File: src/sac_pkg.sv
// Shared constants and types of the sampling converter control block.
// Assumes a single 250 MHz clock and nothing else from its surroundings.
`default_nettype none

package sac_pkg;

   // Result and serial word layout.
   localparam int unsigned RES_W = 12;
   localparam int unsigned WORD_W = 13;
   localparam int unsigned FLAG_POS = 12;
   localparam logic [3:0] MSB_IDX = 4'hb;
   localparam logic [3:0] WORD_BITS = 4'hd;
   localparam logic [11:0] RESULT_RESET = 12'h000;

   // Buffering between the converter and the serial shifter.
   localparam int unsigned FIFO_DEPTH = 4;

   // Trigger pulse counts, taken while the host clock is held low.
   localparam logic [2:0] NAP_PULSES = 3'h2;
   localparam logic [2:0] SLEEP_PULSES = 3'h4;

   // Wake-up clock pulse: figure in ns, count in cycles, rounded up.
   localparam int unsigned CLK_PERIOD_NS = 4;
   localparam int unsigned WAKE_PULSE_NS = 50;
   localparam int unsigned WAKE_CYC_INT =
      (WAKE_PULSE_NS + CLK_PERIOD_NS - 1) / CLK_PERIOD_NS;
   localparam logic [3:0] WAKE_CYC = 4'(WAKE_CYC_INT);

   // Conversion sequencer, Gray coded along idle, convert, push.
   typedef enum logic [1:0] {
      SAC_IDLE = 2'h0,
      SAC_CONVERT = 2'h1,
      SAC_PUSH = 2'h3
   } sac_conversion_trigger_state_type;

   // Power state, Gray coded along active, nap, sleep.
   typedef enum logic [1:0] {
      SAC_ACTIVE = 2'h0,
      SAC_NAP = 2'h1,
      SAC_SLEEP = 2'h3
   } sac_power_state_type;

endpackage

`default_nettype wire

File: src/sac_stream_if.sv
// Valid and ready stream carrying one serial word between modules.
// Assumes both ends run on the same clock.
`timescale 1ns/100ps
`default_nettype none

interface sac_stream_if #(parameter int unsigned W = 13);
   logic valid;
   logic ready;
   logic [W-1:0] data;

   modport source (output valid, output data, input ready);
   modport sink (input valid, input data, output ready);
endinterface

`default_nettype wire

File: src/sac_fifo.sv
// Small first-in first-out buffer with valid and ready on both sides.
// Assumes one clock and a synchronous active-high reset.
`timescale 1ns/100ps
`default_nettype none

module sac_fifo #(
   parameter int unsigned W = 13,
   parameter int unsigned DEPTH = 4
) (
   // Clock and reset.
   input wire logic clock_i,
   input wire logic srst_i,
   // Write and read sides.
   sac_stream_if.sink in_bus,
   sac_stream_if.source out_bus
);
   localparam int unsigned AW = $clog2(DEPTH);

   typedef struct packed {
      logic [DEPTH-1:0][W-1:0] mem;
      logic [AW-1:0] wr;
      logic [AW-1:0] rd;
      logic [AW:0] count;
   } sac_fifo_state_type;

   sac_fifo_state_type st;
   sac_fifo_state_type next_st;
   logic push;
   logic pop;

   // Full and empty come straight from the stored count.
   assign in_bus.ready = (st.count != (AW+1)'(DEPTH));
   assign out_bus.valid = (st.count != '0);
   assign out_bus.data = st.mem[st.rd];
   assign push = in_bus.valid & in_bus.ready;
   assign pop = out_bus.valid & out_bus.ready;

   // Pointer and count update; a push into a full buffer cannot happen.
   always_comb begin
      next_st = st;
      if (push) begin
         next_st.mem[st.wr] = in_bus.data;
         next_st.wr = st.wr + 1'b1;
      end
      if (pop) begin
         next_st.rd = st.rd + 1'b1;
      end
      case ({push, pop})
         2'b10: next_st.count = st.count + 1'b1;
         2'b01: next_st.count = st.count - 1'b1;
         default: next_st.count = st.count;
      endcase
   end

   // State register.
   always_ff @(posedge clock_i) begin
      if (srst_i) begin
         st <= '0;
      end else begin
         st <= next_st;
      end
   end

endmodule

`default_nettype wire

File: src/sac_adc_ctrl.sv
// Control logic of a 12-bit successive-approximation converter with a
// three-wire serial port. Assumes the host clock and trigger pins are
// synchronous to clock_i and the comparator settles within one cycle.
`timescale 1ns/100ps
`default_nettype none

// How it works
// - A rising edge on the conversion trigger starts a new conversion.
// - The approximation result register is cleared before any bit decision.
// - Trigger edges during a running conversion are ignored; no restart.
// - Bits are decided MSB to LSB, one per host clock step, twelve.
// - At the end the finished 12-bit word becomes the serial output data.
// - The result leaves one bit at a time on the serial data pin.
// - Serial output changes only in step with the host clock.
// - Timing abuse may drop requests; a nap request recovers operation.
// - Clock low plus two trigger pulses puts the device into nap.
// - Clock low plus four trigger pulses puts the device into sleep.
// - A host clock pulse of at least 50ns wakes from nap or sleep.
// - Serial word carries a reference settled flag, low when reference low.
// - Unipolar results are straight binary, one code per millivolt.
// - Bipolar results are in two's complement.
module sac_adc_ctrl
   import sac_pkg::*;
(
   // Clock and reset.
   input wire logic clock_i,
   input wire logic srst_i,
   // Host pins.
   input wire logic host_clk_i,
   input wire logic conversion_trigger_i,
   output logic serial_data_o,
   output logic serial_data_oe_o,
   // Analog front end.
   input wire logic comparator_i,
   input wire logic ref_low_i,
   input wire logic bipolar_i,
   output logic [11:0] dac_trial_o,
   output logic sample_o,
   // Status.
   output logic busy_o,
   output logic nap_o,
   output logic sleep_o
);

   typedef struct packed {
      sac_conversion_trigger_state_type cstate;
      sac_power_state_type pstate;
      logic clk_q;
      logic trig_q;
      logic [2:0] pulse_cnt;
      logic [3:0] wake_cnt;
      logic [11:0] approximation_result_reg;
      logic [11:0] trial;
      logic [3:0] bit_idx;
      logic [12:0] word;
      logic [12:0] shift;
      logic [3:0] shift_cnt;
      logic dout;
      logic oe;
   } sac_state_type;

   sac_state_type st;
   sac_state_type next_st;
   logic clk_rise;
   logic trig_rise;
   logic nap_req;
   logic sleep_req;
   logic last_bit;
   logic [11:0] decided;

   sac_stream_if #(.W(WORD_W)) push_bus ();
   sac_stream_if #(.W(WORD_W)) pop_bus ();

   // One-hot weight of the bit under test.
   function automatic logic [11:0] bit_weight(input logic [3:0] idx);
      bit_weight = 12'h001 << idx;
   endfunction

   // Output coding: bipolar flips the MSB of the offset-binary result.
   function automatic logic [11:0] code_of(input logic [11:0] res,
                                           input logic bip);
      code_of = {res[11] ^ bip, res[10:0]};
   endfunction

   // Edge detection on pins that are already synchronous to clock_i.
   assign clk_rise = host_clk_i & ~st.clk_q;
   assign trig_rise = conversion_trigger_i & ~st.trig_q;
   assign nap_req = trig_rise & ~host_clk_i &
                    (st.pulse_cnt == NAP_PULSES - 3'h1);
   assign sleep_req = trig_rise & ~host_clk_i &
                      (st.pulse_cnt == SLEEP_PULSES - 3'h1);
   assign last_bit = (st.cstate == SAC_CONVERT) & clk_rise &
                     (st.bit_idx == 4'h0);
   assign decided = st.approximation_result_reg |
                    (comparator_i ? bit_weight(st.bit_idx) : 12'h000);

   // Words wait in the buffer; a full buffer holds the sequencer in push.
   assign push_bus.valid = (st.cstate == SAC_PUSH);
   assign push_bus.data = st.word;
   assign pop_bus.ready = (st.shift_cnt == 4'h0) & ~st.oe;

   sac_fifo #(.W(WORD_W), .DEPTH(FIFO_DEPTH)) u_fifo (
      .clock_i(clock_i),
      .srst_i(srst_i),
      .in_bus(push_bus),
      .out_bus(pop_bus)
   );

   // Next-state logic for sequencer, power control and shifter.
   always_comb begin
      next_st = st;
      next_st.clk_q = host_clk_i;
      next_st.trig_q = conversion_trigger_i;

      // Trigger pulses count only while the host clock stays low.
      if (host_clk_i) begin
         next_st.pulse_cnt = 3'h0;
      end else if (trig_rise && st.pulse_cnt != SLEEP_PULSES) begin
         next_st.pulse_cnt = st.pulse_cnt + 3'h1;
      end

      // Power state; a wake pulse must stay high for the full count.
      case (st.pstate)
         SAC_ACTIVE: begin
            next_st.wake_cnt = 4'h0;
            if (nap_req) begin
               next_st.pstate = SAC_NAP;
            end
         end
         SAC_NAP, SAC_SLEEP: begin
            if (sleep_req) begin
               next_st.pstate = SAC_SLEEP;
            end else if (host_clk_i) begin
               next_st.wake_cnt = st.wake_cnt + 4'h1;
               if (st.wake_cnt == WAKE_CYC - 4'h1) begin
                  next_st.pstate = SAC_ACTIVE;
                  next_st.wake_cnt = 4'h0;
               end
            end else begin
               next_st.wake_cnt = 4'h0;
            end
         end
         default: begin
            next_st.pstate = SAC_ACTIVE;
         end
      endcase

      // Conversion sequencer, one decision per host clock rising edge.
      case (st.cstate)
         SAC_IDLE: begin
            if (trig_rise && st.pstate == SAC_ACTIVE && !nap_req) begin
               next_st.approximation_result_reg = RESULT_RESET;
               next_st.trial = bit_weight(MSB_IDX);
               next_st.bit_idx = MSB_IDX;
               next_st.cstate = SAC_CONVERT;
            end
         end
         SAC_CONVERT: begin
            // Trigger edges are not looked at here at all.
            if (clk_rise) begin
               next_st.approximation_result_reg = decided;
               if (st.bit_idx == 4'h0) begin
                  next_st.word = {~ref_low_i,
                                  code_of(decided, bipolar_i)};
                  next_st.cstate = SAC_PUSH;
               end else begin
                  next_st.bit_idx = st.bit_idx - 4'h1;
                  next_st.trial = decided | bit_weight(st.bit_idx - 4'h1);
               end
            end
         end
         SAC_PUSH: begin
            if (push_bus.ready) begin
               next_st.cstate = SAC_IDLE;
            end
         end
         default: begin
            next_st.cstate = SAC_IDLE;
         end
      endcase

      // A nap request abandons any conversion and its pending word.
      if (nap_req && st.pstate == SAC_ACTIVE) begin
         next_st.cstate = SAC_IDLE;
      end

      // Serial shifter moves only on host clock rising edges.
      if (clk_rise) begin
         if (st.shift_cnt != 4'h0) begin
            next_st.dout = st.shift[12];
            next_st.shift = {st.shift[11:0], 1'b0};
            next_st.shift_cnt = st.shift_cnt - 4'h1;
            next_st.oe = 1'b1;
         end else begin
            next_st.oe = 1'b0;
         end
      end
      // Loading waits for the release edge, so words never run together.
      if (pop_bus.ready && pop_bus.valid) begin
         next_st.shift = pop_bus.data;
         next_st.shift_cnt = WORD_BITS;
      end
   end

   // State register.
   always_ff @(posedge clock_i) begin
      if (srst_i) begin
         st <= '0;
      end else begin
         st <= next_st;
      end
   end

   // Outputs straight from the state register.
   assign serial_data_o = st.dout;
   assign serial_data_oe_o = st.oe;
   assign dac_trial_o = st.trial;
   assign sample_o = (st.cstate != SAC_CONVERT) & (st.pstate == SAC_ACTIVE);
   assign busy_o = (st.cstate != SAC_IDLE);
   assign nap_o = (st.pstate == SAC_NAP);
   assign sleep_o = (st.pstate == SAC_SLEEP);
endmodule

`default_nettype wire

File: config.mk
export PLATFORM = sky130hd
export DESIGN_NAME = sac_adc_ctrl
export DESIGN_NICKNAME = d
export VERILOG_FILES = /design/src/sac_pkg.sv /design/src/sac_stream_if.sv /design/src/sac_fifo.sv /design/src/sac_adc_ctrl.sv
export SDC_FILE = /design/constraint.sdc
export NUM_CORES = 1
export LEC_CHECK = 0
export ABC_AREA = 1
export BUFFER_PORTS_ARGS = -buffer_cell sky130_fd_sc_hd__buf_4
export CELL_PAD_IN_SITES_DETAIL_PLACEMENT = 0
export CELL_PAD_IN_SITES_GLOBAL_PLACEMENT = 1
export CORE_ASPECT_RATIO = 0.7
export CORE_MARGIN = 8
export CORE_UTILIZATION = 45
export CTS_BUF_LIST = sky130_fd_sc_hd__clkbuf_16
export DETAILED_ROUTE_END_ITERATION = 12
export GPL_ROUTABILITY_DRIVEN = 1
export PLACE_DENSITY = 0.78
export SETUP_SLACK_MARGIN = 0.4
export SYNTH_ARGS = -nofsm -noshare
export SYNTH_HDL_FRONTEND = slang
export SYNTH_HIERARCHICAL = 1
export SYNTH_SLANG_ARGS = --single-unit
File: constraint.sdc
create_clock -name clock_i -period 2.1 [get_ports clock_i]
set_input_delay 0.21 -clock clock_i [delete_from_list [all_inputs] [get_ports clock_i]]
set_output_delay 0.21 -clock clock_i [all_outputs]
set_load 0.005 [all_outputs]
# After elaboration in Yosys (flattened, before gate mapping)
# Index checks and enable logic that the tools add are counted.
[word_totals]
ff_bits = 132
[classes]
n_eq_ne = 21
n_addsub = 8
shifts = 2
bitwise_logic = 17
muxes = 30
magnitude_cmp = 3
reduce_logical = 31
[ops]
columns = ["op", "count"]
rows = [
  ["one-hot mux 28 bit (2 select lines)", 1],
  ["bitwise mux 52 bit", 1],
  ["two-way mux 41 bit", 1],
  ["two-way mux 13 bit", 3],
  ["two-way mux 28 bit", 1],
  ["binary-select mux 13 bit (select 2 bit)", 1],
  ["demux 13 bit (select 2 bit)", 1],
  ["OR 12 bit", 2],
  ["left shift 1 x 4 -> 12 bit (first input constant)", 2],
  ["two-way mux 19 bit", 1],
  ["two-way mux 18 bit", 1],
  ["two-way mux 17 bit", 1],
  ["two-way mux 16 bit", 1],
  ["two-way mux 2 bit", 8],
  ["two-way mux 12 bit", 1],
  ["two-way mux 4 bit", 3],
  ["inequality test 2 bit (second input constant)", 6],
  ["inequality test 3 bit (second input constant)", 4],
  ["nonzero test 2 bit", 6],
  ["bitwise AND 1 bit", 9],
  ["AND reduction 3 bit", 3],
  ["logical NOT 4 bit", 2],
  ["one-hot mux 4 bit (2 select lines)", 1],
  ["AND reduction 4 bit", 2],
  ["26 further kinds", 50],
]

# Logic depth before layout (Yosys ltp)
# Gate-level depths: netlist of the first run.
[depth]
depth_word = 8
mapped_depth = 15
depth_no_buf = 15

# Modules after synthesis
# The synthesis of the first run kept the hierarchy.
[by_module_without_submodules]
columns = ["module", "instances", "area_per_inst_um2", "seq_area_each_um2", "cells_per_inst"]
rows = [
  ["sac_adc_ctrl", 1, 3704.8, 1461.4, 542],
  ["sac_fifo", 1, 3305.7, 1181.1, 535],
]

# Worst setup path after synthesis of the first run
# No wires, ideal clock.
[synth_path]
path_type = "register -> register"
start = "register st[2] (netlist name)"
end = "register u_fifo/st[2] in the netlist's numbering"
required_time_ns = 1.987
path_slack_ns = 0.200
n_path_buf = 0
path_stages_with_launch = 16
arrival_time_ns = 1.787
synth_period_minus_slack_ns = 1.900
cell_sequence = "dfxtp_1 -> inv_1 -> ha_1 -> nand3_1 -> nor2_1 -> nand2_1 -> inv_1 -> ha_1 -> inv_1 -> fa_1 -> inv_1 -> nand2_1 -> nand3_1 -> nand2_1 -> nand2_1 -> nor2_1"
[synth_rtl]
columns = ["element", "line", "text"]
rows = [
  ["end signal: assignment", "sac_fifo.sv:60", "st <= next_st;"],
  ["end: declaration", "sac_fifo.sv:26", "sac_fifo_state_type st;"],
]

==> flow_metrics.py, run 1 <==
metrics = {
    "outcome": {
        "status": "complete, no violations",
    },
    "finish": {
        "final_nets": 1120,
        "drive_above_1_share_pct": 12.0,
        "seq_area_sq_mm": 0.00265,
        "fillers": 1553,
        "synthToLayoutAreaGrowth_pct": 16.2,
        "final_cell_area_sq_mm": 0.00814,
        "multi_input_area_sq_mm": 0.00338,
        "stdcell_count": 1307,
        "diodes": 0,
    },
    "die": {
        "num_rows": 38,
        "dieHeight_um": 120,
        "initial_core_util_pct": 45.6,
        "io_pins": 25,
        "core_sq_mm": 0.0154,
        "fp.dieArea_sq_mm": 0.0199,
        "die-width_um": 165,
    },
    "cts": {
        "root_buffer": "clkbuf_16",
        "clk_pin_slew_worst_paths_ns": 0.06,
        "clkSinkCount": 132,
        "cts_tree": "yes",
        "cts_made_buffers": 17,
        "clock_latency_ns": 0.42,
        "htree_num_levels": 4,
        "clock_path_buffers": 2,
    },
    "sta": {
        "clock.fmax_mhz": 554,
        "final-setup-viol-count": 0,
        "skew_ns": 0.00868,
        "finalSetupTns_ns": 0,
        "worst_pin_slew_ns": 0.506,
        "period_needed_ns": 1.81,
        "rsz0062_at_grt": "yes",
        "maxSlewHeadroom_pct": 66.2,
        "fin_ws_ns": 0.294,
        "finalCritPeriodShare_pct": 86.0,
        "drv_slew": 0,
        "hold_violations": 0,
    },
    "setup_path": {
        "slowest_stage": "fa_2",
        "crit_family": "adder cells",
        "crit_fanout": 2,
        "reg2reg_from": "st[2]$_SDFFE_PP0P_",
        "critPathBufInv": 4,
        "critical_path_arrival_ns": 2.12,
        "ff2ff_path_depth": 15,
        "crit_type": "flip-flop to flip-flop",
        "ff2ff_setup_slack_ns": 0.29,
        "r2r-end": "u_fifo/st[2]$_SDFFE_PP0P_",
        "worstPathCellList": "inv_2 -> ha_4 -> nand3_4 -> nor2_4 -> nand2_2 -> inv_2 -> ha_4 -> inv_2 -> fa_2 -> inv_2 -> nand2_1 -> nand3_2 -> nand2_1 -> nand2_1 -> nor2_1",
        "critPathCaptureType": "flip-flop",
        "cpMostUsedCell": "inv_2",
        "cp.required_ns": 2.42,
        "max_stage_delay_ns": 0.35,
        "crit_path_start_kind": "flip-flop",
    },
    "place": {
        "gp_congestion": 0.855,
        "place_area_sq_mm": 0.00731,
        "dp_slack_ns": 0.173,
        "dp.cells": 1260,
        "place_hpwl_um": 11800,
        "io_buffers": 24,
    },
    "drt": {
        "route.detailed.drc": 0,
        "detail-route-antenna-nets": 0,
        "drt_wl_total_um": 18600,
        "via_per_inst": 4.95,
        "routedWlPerCell_um": 14.2,
        "first_iter_violations": 600,
        "vias": 6470,
        "dr.pass1.iters": 5,
    },
    "yosys": {
        "synth_top_area_cell": "dfxtp_1",
        "yosysTopAreaCellShare_pct": 37.7,
        "synth-simple-area-share_pct": 31.7,
        "syn_area_sq_mm": 0.00701,
        "synthTopCellsByArea": "dfxtp_1 38%, nand2_1 14%, inv_1 9.7%, nor2_1 8.2%, nand4_1 5.4%",
        "yosys_warnings": 6,
        "muxShareOfSynthArea_pct": 0,
        "synth.distinct_cells": 30,
        "avgSynthCellArea_sq_um": 6.51,
        "synth_fa_ha_area_share_pct": 3.50,
        "ys_ff_latch": 132,
        "synth_top_family_by_area": "simple AND/OR/NAND/NOR gates",
        "syn-num-nets": 1103,
        "yosysSeqAreaShare_pct": 37.7,
        "synth-compound-area-share_pct": 11.0,
        "synth-xor-area-share_pct": 0.375,
        "postSynthCellCount": 1077,
    },
    "global_routing": {
        "track_usage_pct": 18.9,
        "antenna_found_initial": 0,
        "grt_pass1_vias": 5837,
        "grt_max_degree": 60,
        "grt_pass1_wl_um": 30100,
        "grt_overflow": 0,
    },
    "power_and_ir_drop": {
        "vdd.ir_drop.worst_mv": 0.491,
        "powerDensity_mw_per_mm2": 1060,
        "power.leakage_uw": 0.00373,
    },
    "worst_hold_path": {
        "hold_path.class": "input port to flip-flop",
        "hold_path.startpoint": "conversion_trigger_i",
        "hold_depth": 3,
        "holdPathEnd": "st[67]$_SDFF_PP0_",
    },
    "job": {
        "maxCapViolCount": 0,
    },
}
[metal layers]
metal | vias up | track usage, % | part of all wire [%]
li1 | 3403 | - | -
met1 | 2908 | 28.7 | 54
met2 | 142 | 25.7 | 40
met3 | 17 | 4.45 | 5.5
met4 | 0 | 5.27 | 1.2
met5 | - | 0 | 0
[placed cells by master (no fill, tap or decap), types with 3 or more instances in the layout]
master | synthesis | layout
ha_1 | 18 | 15
nand2_1 | 262 | 257
dfxtp_1 | 132 | 128
nand2_2 | 3 | 7
o22ai_1 | 13 | 13
a31oi_1 | 12 | 12
bufinv_16 | 0 | 4
buf_6 | 8 | 3
a21oi_1 | 39 | 39
nand3_4 | 0 | 3
nor2_2 | 3 | 5
nor2_4 | 1 | 3
dfxtp_2 | 0 | 4
buf_12 | 0 | 3
nand3_1 | 40 | 38
ha_4 | 0 | 3
nor2_1 | 154 | 150
buf_4 | 16 | 59
nand4_1 | 60 | 60
clkbuf_16 | 0 | 18
o21bai_1 | 12 | 12
clkinv_2 | 0 | 3
clkinv_1 | 1 | 4
inv_2 | 3 | 11
inv_1 | 182 | 177
o21ai_0 | 61 | 60
[layout make-up]
cell class	count	share of cell area, %
tap	200	3.07
inverter	186	8.57
multi-input combinational	690	41.5
clock buffer	17	5.22
timing repair buffer	67	7.02
clock inverter	15	2.12
sequential	132	32.5
[worst min-delay path, stage by stage]
cell and delay [ns]:
buf_4 0.08, inv_1 0.04, nor2_1 0.07
[report_power, final]
group | switching [uW] | internal [uW]
Sequential | 168 | 2800
Clock | 1110 | 1950
Combinational | 1560 | 1030
Total | 2840 | 5780
[how the worst max path moves through the flow]
stage / from / slack, ns / end / cells past startpoint
finish: st[2]$_SDFFE_PP0P_ / 0.29 / u_fifo/st[2]$_SDFFE_PP0P_ / 15
CTS: st[3]$_SDFFE_PP0P_ / 0.32 / u_fifo/st[2]$_SDFFE_PP0P_ / 15
global placement: st[3]$_SDFFE_PP0P_ / 0.19 / u_fifo/st[2]$_SDFFE_PP0P_ / 15
detailed placement: st[3]$_SDFFE_PP0P_ / 0.17 / u_fifo/st[2]$_SDFFE_PP0P_ / 15
global route: st[2]$_SDFFE_PP0P_ / 0.14 / u_fifo/st[2]$_SDFFE_PP0P_ / 14
floorplan: st[3]$_SDFFE_PP0P_ / 0.28 / u_fifo/st[2]$_SDFFE_PP0P_ / 15
[state kept, by name, summed over array words and instances (netlist names)]
name	flops
st	46
serial_data_oe_o	1
u_fifo/st	59
push_bus.data	13
serial_data_o	1
dac_trial_o	12
[kinds of logic after synthesis]
kind of cell / count (synthesis)
compound gates: 140
fa+ha+maj: 19
flops: 132
simple gates: 528
buf+inv: 255
xor+xnor: 3
[synth_stat cells]
library cell and number:
a21oi_1 39, clkbuf_1 22, buf_1 4, dfxtp_1 132
buf_6 8, clkinv_1 1, o22ai_1 13, a31oi_1 12
nor3_1 2, fa_1 1, nor2_4 1, xor2_1 2
buf_4 16, a21oi_2 1, a211oi_1 2, ha_1 18
or2_4 1, nor2_2 3, xnor2_1 1, nand2_1 262
nand3_1 40, nand3_2 2, inv_2 3, inv_1 182
buf_2 19, nor2_1 154, nand2_2 3, o21bai_1 12
nand4_1 60, o21ai_0 61
[metrics by stage]
step	power [uW]	utilization, %	hold WS, ns
6_report	8620	53.0	0.0149
5_1_grt	9120	53.0	0.0225
4_1_cts	8410	52.1	0.00353
3_5_place_dp	5160	47.6	0.406
3_3_place_gp	5160	47.6	0.410
2_1_floorplan	4590	-	0.279
[timing repair]
item,CTS,global route
buffers inserted,6,7
setup endpoints to repair,30,98
gates cloned,0,1
hold buffers,1,0
hold endpoints to repair,1,0
gates resized for setup,10,19
pin swaps,1,6
Power figures use the tool's default switching activity.
==> run 2: changes to the inputs <==
--- a/config.mk
+++ b/config.mk
@@ -12,10 +12,9 @@
 export CORE_ASPECT_RATIO = 0.7
 export CORE_MARGIN = 8
 export CORE_UTILIZATION = 45
-export CTS_BUF_LIST = sky130_fd_sc_hd__clkbuf_16
 export DETAILED_ROUTE_END_ITERATION = 12
 export GPL_ROUTABILITY_DRIVEN = 1
-export PLACE_DENSITY = 0.78
+export PLACE_DENSITY = 0.83
 export SETUP_SLACK_MARGIN = 0.4
 export SYNTH_ARGS = -nofsm -noshare
 export SYNTH_HDL_FRONTEND = slang
==> run 2 against run 1 <==
Clock-buffer cell count up 9. Total power down 5.7%. Largest power group is now sequential cells. Global-route usage up 0.060 points.
==> flow_metrics.py, run 2 (synthesized netlist as in run 1, its figures left out) <==
metrics = {
    "setup_path": {
        "slowest_stage": "fa_2",
        "critPathCaptureType": "flip-flop",
        "max_stage_delay_ns": 0.33,
        "critPathBufInv": 4,
        "crit_path_start_kind": "flip-flop",
        "crit_fanout": 3,
        "crit_type": "flip-flop to flip-flop",
        "critical_path_arrival_ns": 2.14,
        "worstPathCellList": "inv_2 -> ha_4 -> nand3_4 -> nor2_4 -> nand2_2 -> inv_2 -> ha_4 -> inv_2 -> fa_2 -> inv_1 -> nand2_1 -> nand3_2 -> nand2_1 -> nand2_1 -> nor2_1",
        "cp.required_ns": 2.41,
        "crit_family": "adder cells",
    },
    "job": {
        "maxCapViolCount": 0,
    },
    "power_and_ir_drop": {
        "power.leakage_uw": 0.00367,
        "vdd.ir_drop.worst_mv": 0.457,
        "powerDensity_mw_per_mm2": 1010,
    },
    "die": {
        "die-width_um": 165,
        "dieHeight_um": 120,
        "fp.dieArea_sq_mm": 0.0199,
        "num_rows": 38,
        "core_sq_mm": 0.0154,
        "initial_core_util_pct": 45.6,
        "io_pins": 25,
    },
    "worst_hold_path": {
        "hold_path.class": "input port to flip-flop",
    },
    "sta": {
        "fin_ws_ns": 0.266,
        "drv_slew": 0,
        "skew_ns": 0.00783,
        "clock.fmax_mhz": 545,
        "maxSlewHeadroom_pct": 72.9,
        "hold_violations": 0,
        "finalCritPeriodShare_pct": 87.3,
        "final-setup-viol-count": 0,
        "finalSetupTns_ns": 0,
        "period_needed_ns": 1.83,
        "worst_pin_slew_ns": 0.406,
        "fin_hold_ws_ns": 0.0306,
        "rsz0062_at_grt": "yes",
    },
    "finish": {
        "final_cell_area_sq_mm": 0.00804,
        "mostFrequentLayoutCell": "nand2_1",
        "largest_reg_flops": 59,
        "seq_area_sq_mm": 0.00265,
        "drive_above_1_share_pct": 11.6,
        "regMostFlops": "u_fifo/st",
        "diodes": 0,
        "multi_input_area_sq_mm": 0.00337,
        "synthToLayoutAreaGrowth_pct": 14.7,
        "final_nets": 1113,
        "mostFrequentLayoutCells": "259 x nand2_1, 173 x inv_1, 151 x nor2_1",
        "stdcell_count": 1298,
        "fillers": 1554,
    },
    "cts": {
        "cts_made_buffers": 17,
        "cts_tree": "yes",
        "clock_path_buffers": 2,
        "clkSinkCount": 132,
        "htree_num_levels": 4,
        "clock_latency_ns": 0.42,
        "clk_pin_slew_worst_paths_ns": 0.06,
        "root_buffer": "clkbuf_16",
    },
    "drt": {
        "detail-route-antenna-nets": 0,
        "drt_wl_total_um": 18600,
        "route.detailed.drc": 0,
        "via_per_inst": 4.99,
        "routedWlPerCell_um": 14.4,
        "first_iter_violations": 627,
        "vias": 6475,
        "dr.pass1.iters": 7,
    },
    "place": {
        "dp_slack_ns": 0.153,
        "io_buffers": 24,
        "gp_congestion": 0.820,
        "place_hpwl_um": 12000,
        "dp.cells": 1257,
        "place_area_sq_mm": 0.00730,
    },
    "global_routing": {
        "track_usage_pct": 18.9,
        "grt_overflow": 0,
        "grt_max_degree": 60,
        "grt_pass1_vias": 5915,
        "grt_pass1_wl_um": 30200,
        "antenna_found_initial": 0,
    },
    "outcome": {
        "status": "complete, no violations",
    },
}
## run 2: where the power goes
group	switching, uW	internal (uW)	total [uW]
Clock	1060	1650	2700
Combinational	1530	929	2460
Sequential	165	2800	2970
## run 2: repair_timing
item,4_1_cts,5_1_grt
endpoints found under the setup margin,55,58
gates cloned,0,2
pin swaps,7,2
setup buffers,6,2
endpoints found under the hold margin,1,0
hold buffers,1,0
gates resized for setup,12,17
## run 2: metrics by stage
stage	total power, uW	utilization (%)
after floorplan	4590	-
after global placement	5180	47.6
after detailed placement	5180	47.6
after CTS	8100	51.7
after global routing	8630	52.4
final	8130	52.4
## run 2: worst paths after layout
check                            startpoint                             end  slack, ns  cells after the start
max                      st[2]$_SDFFE_PP0P_       u_fifo/st[2]$_SDFFE_PP0P_       0.27                     15
min                    conversion_trigger_i               st[67]$_SDFF_PP0_       0.03                      3
max reg2reg              st[2]$_SDFFE_PP0P_       u_fifo/st[2]$_SDFFE_PP0P_       0.27                     15
min reg2reg  push_bus.data[10]$_SDFFE_PP0P_  push_bus.data[10]$_SDFFE_PP0P_       0.47                      2
## run 2: cell type report
cell class,count,share of cell area [%]
repair buffers,60,6.69
well taps,200,3.11
inverters,186,8.73
flip-flops and latches,132,32.9
clock inverters,4,0.280
clock buffers,26,6.33
multi-input cells,690,42.0
## run 2: tightest hold or removal path: cells and delay by family
family        cells  cell delay (ns)
simple gates      1             0.08
buf+inv           2             0.12
## run 2: layer usage
layer / global-route usage, % / share of wire, %
met5: 0 / 0
met4: 6.40 / 1.4
met3: 3.53 / 6.1
met2: 26.0 / 40
met1: 28.7 / 53
==> run 3: changes to the inputs <==
--- a/config.mk
+++ b/config.mk
@@ -9,11 +9,9 @@
 export BUFFER_PORTS_ARGS = -buffer_cell sky130_fd_sc_hd__buf_4
 export CELL_PAD_IN_SITES_DETAIL_PLACEMENT = 0
 export CELL_PAD_IN_SITES_GLOBAL_PLACEMENT = 1
-export CORE_ASPECT_RATIO = 0.7
 export CORE_MARGIN = 8
 export CORE_UTILIZATION = 45
 export DETAILED_ROUTE_END_ITERATION = 12
-export GPL_ROUTABILITY_DRIVEN = 1
 export PLACE_DENSITY = 0.83
 export SETUP_SLACK_MARGIN = 0.4
 export SYNTH_ARGS = -nofsm -noshare
==> run 3 against run 2 <==
Routed wire length down 3.8%. Largest power group unchanged. Clock power shrank 2%. Clock-buffer cell count shrank 4. First-iteration DRC count is 35% lower. Global-route usage is 0.073 points lower.
==> flow_metrics.py, run 3 (synthesized netlist as in run 1, its figures left out) <==
metrics = {
    "power_and_ir_drop": {
        "powerDensity_mw_per_mm2": 1010,
        "power.total_uw": 8050,
        "power.leakage_uw": 0.00367,
        "vdd.ir_drop.worst_mv": 0.584,
    },
    "setup_path": {
        "critical_path_arrival_ns": 2.07,
        "cp.required_ns": 2.41,
        "critPathCaptureType": "flip-flop",
        "crit_path_start_kind": "flip-flop",
        "crit_fanout": 2,
        "crit_type": "flip-flop to flip-flop",
    },
    "place": {
        "gp_congestion": 0.781,
        "io_buffers": 24,
        "dp.cells": 1250,
        "place_hpwl_um": 11500,
    },
    "sta": {
        "final-setup-viol-count": 0,
        "hold_violations": 0,
        "skew_ns": 0.00664,
        "period_needed_ns": 1.76,
        "finalSetupTns_ns": 0,
        "rsz0062_at_grt": "yes",
        "clock.fmax_mhz": 570,
        "finalCritPeriodShare_pct": 83.6,
        "maxSlewHeadroom_pct": 72.9,
        "drv_slew": 0,
        "worst_pin_slew_ns": 0.406,
    },
    "drt": {
        "routedLengthMet1_um": 9040,
        "wl_met2_um": 8050,
        "wl_met3_um": 662,
        "detail-route-antenna-nets": 0,
        "vias": 6380,
        "routedWlPerCell_um": 13.9,
        "via_per_inst": 4.94,
        "first_iter_violations": 409,
        "route.detailed.drc": 0,
        "drt_wl_total_um": 17900,
        "top_layer": "met4",
        "dr.pass1.iters": 5,
    },
    "die": {
        "num_rows": 45,
        "io_pins": 25,
        "core_sq_mm": 0.0152,
        "initial_core_util_pct": 46.1,
        "dieHeight_um": 141,
        "fp.dieArea_sq_mm": 0.0198,
        "die-width_um": 141,
    },
    "finish": {
        "multi_input_area_sq_mm": 0.00335,
        "mostFrequentLayoutCell": "nand2_1",
        "drive_above_1_share_pct": 11.8,
        "fillers": 1588,
        "largest_reg_flops": 59,
        "final_nets": 1118,
        "diodes": 0,
        "seq_area_sq_mm": 0.00265,
        "regMostFlops": "u_fifo/st",
        "synthToLayoutAreaGrowth_pct": 14.2,
        "mostFrequentLayoutCells": "259 x nand2_1, 174 x inv_1, 152 x nor2_1",
        "stdcell_count": 1292,
    },
    "cts": {
        "cts_tree": "yes",
        "clk_pin_slew_worst_paths_ns": 0.06,
        "root_buffer": "clkbuf_16",
        "cts_made_buffers": 17,
        "clkSinkCount": 132,
        "clock_path_buffers": 2,
        "clock_latency_ns": 0.42,
        "htree_num_levels": 4,
    },
    "worst_hold_path": {
        "hold_path.class": "input port to flip-flop",
    },
    "global_routing": {
        "grt_pass1_wl_um": 30100,
        "antenna_found_initial": 0,
        "grt_max_degree": 53,
        "grt_pass1_vias": 6000,
        "track_usage_pct": 18.9,
        "grt_overflow": 0,
    },
    "outcome": {
        "status": "complete, no violations",
    },
    "job": {
        "maxCapViolCount": 0,
    },
}
run 3: timing repair:
item,in CTS,in global routing
setup endpoints to repair,2,50
cloned,0,1
hold buffers,1,0
resized for setup,6,15
setup buffers,7,2
pin swaps,4,0
hold endpoints to repair,1,0
run 3: worst max-delay path: stages (launching register included):
cell,delay (ns)
dfxtp_2,0.32
inv_2,0.07
ha_4,0.14
nand3_4,0.07
nor2_4,0.11
nand2_2,0.07
inv_2,0.07
ha_4,0.13
inv_2,0.04
fa_2,0.33
inv_1,0.06
nand2_1,0.05
nand3_2,0.06
nand2_1,0.05
nand2_1,0.05
nor2_1,0.04
run 3: layout make-up:
class                           count  area share, %
Clock buffer                       22           5.80
Timing Repair Buffer               65           6.91
Sequential cell                   132           33.1
Inverter                          186           8.72
Multi-Input combinational cell    690           41.9
Tap cell                          188           2.94
Clock inverter                      9          0.719
run 3: per-stage QoR:
step,instance area (sq um),hold slack (ns),worst slack [ns],utilization [%]
final,8010,0.0298,0.344,52.7
after global routing,8010,0.0684,0.244,52.7
after CTS,7930,0.0149,0.366,52.1
after detailed placement,7310,0.394,0.140,48.1
after global placement,7310,0.390,0.205,48.1
after floorplan,7040,0.279,0.283,-
run 3: final timing paths:
check                                 from                       endpoint  slack, ns  cells past startpoint
max reg2reg             st[2]$_SDFFE_PP0P_      u_fifo/st[2]$_SDFFE_PP0P_       0.34                     15
min                   conversion_trigger_i              st[67]$_SDFF_PP0_       0.03                      3
min reg2reg  push_bus.data[9]$_SDFFE_PP0P_  push_bus.data[9]$_SDFFE_PP0P_       0.47                      2
max                     st[2]$_SDFFE_PP0P_      u_fifo/st[2]$_SDFFE_PP0P_       0.34                     15
run 3: where the power goes:
part | total [uW] | leakage (uW) | switching (uW) | internal, uW
sequential | 2970 | 0.00107 | 171 | 2800
clock | 2650 | 0.000244 | 1100 | 1550
combinational | 2430 | 0.00235 | 1490 | 942
run 3: routing by layer:
layer  track usage, %  vias to the layer above
li1                 -                     3371
met1             25.4                     2895
met2             29.8                      100
met3             3.68                       14
met4             5.77                        0
met5                0                        -
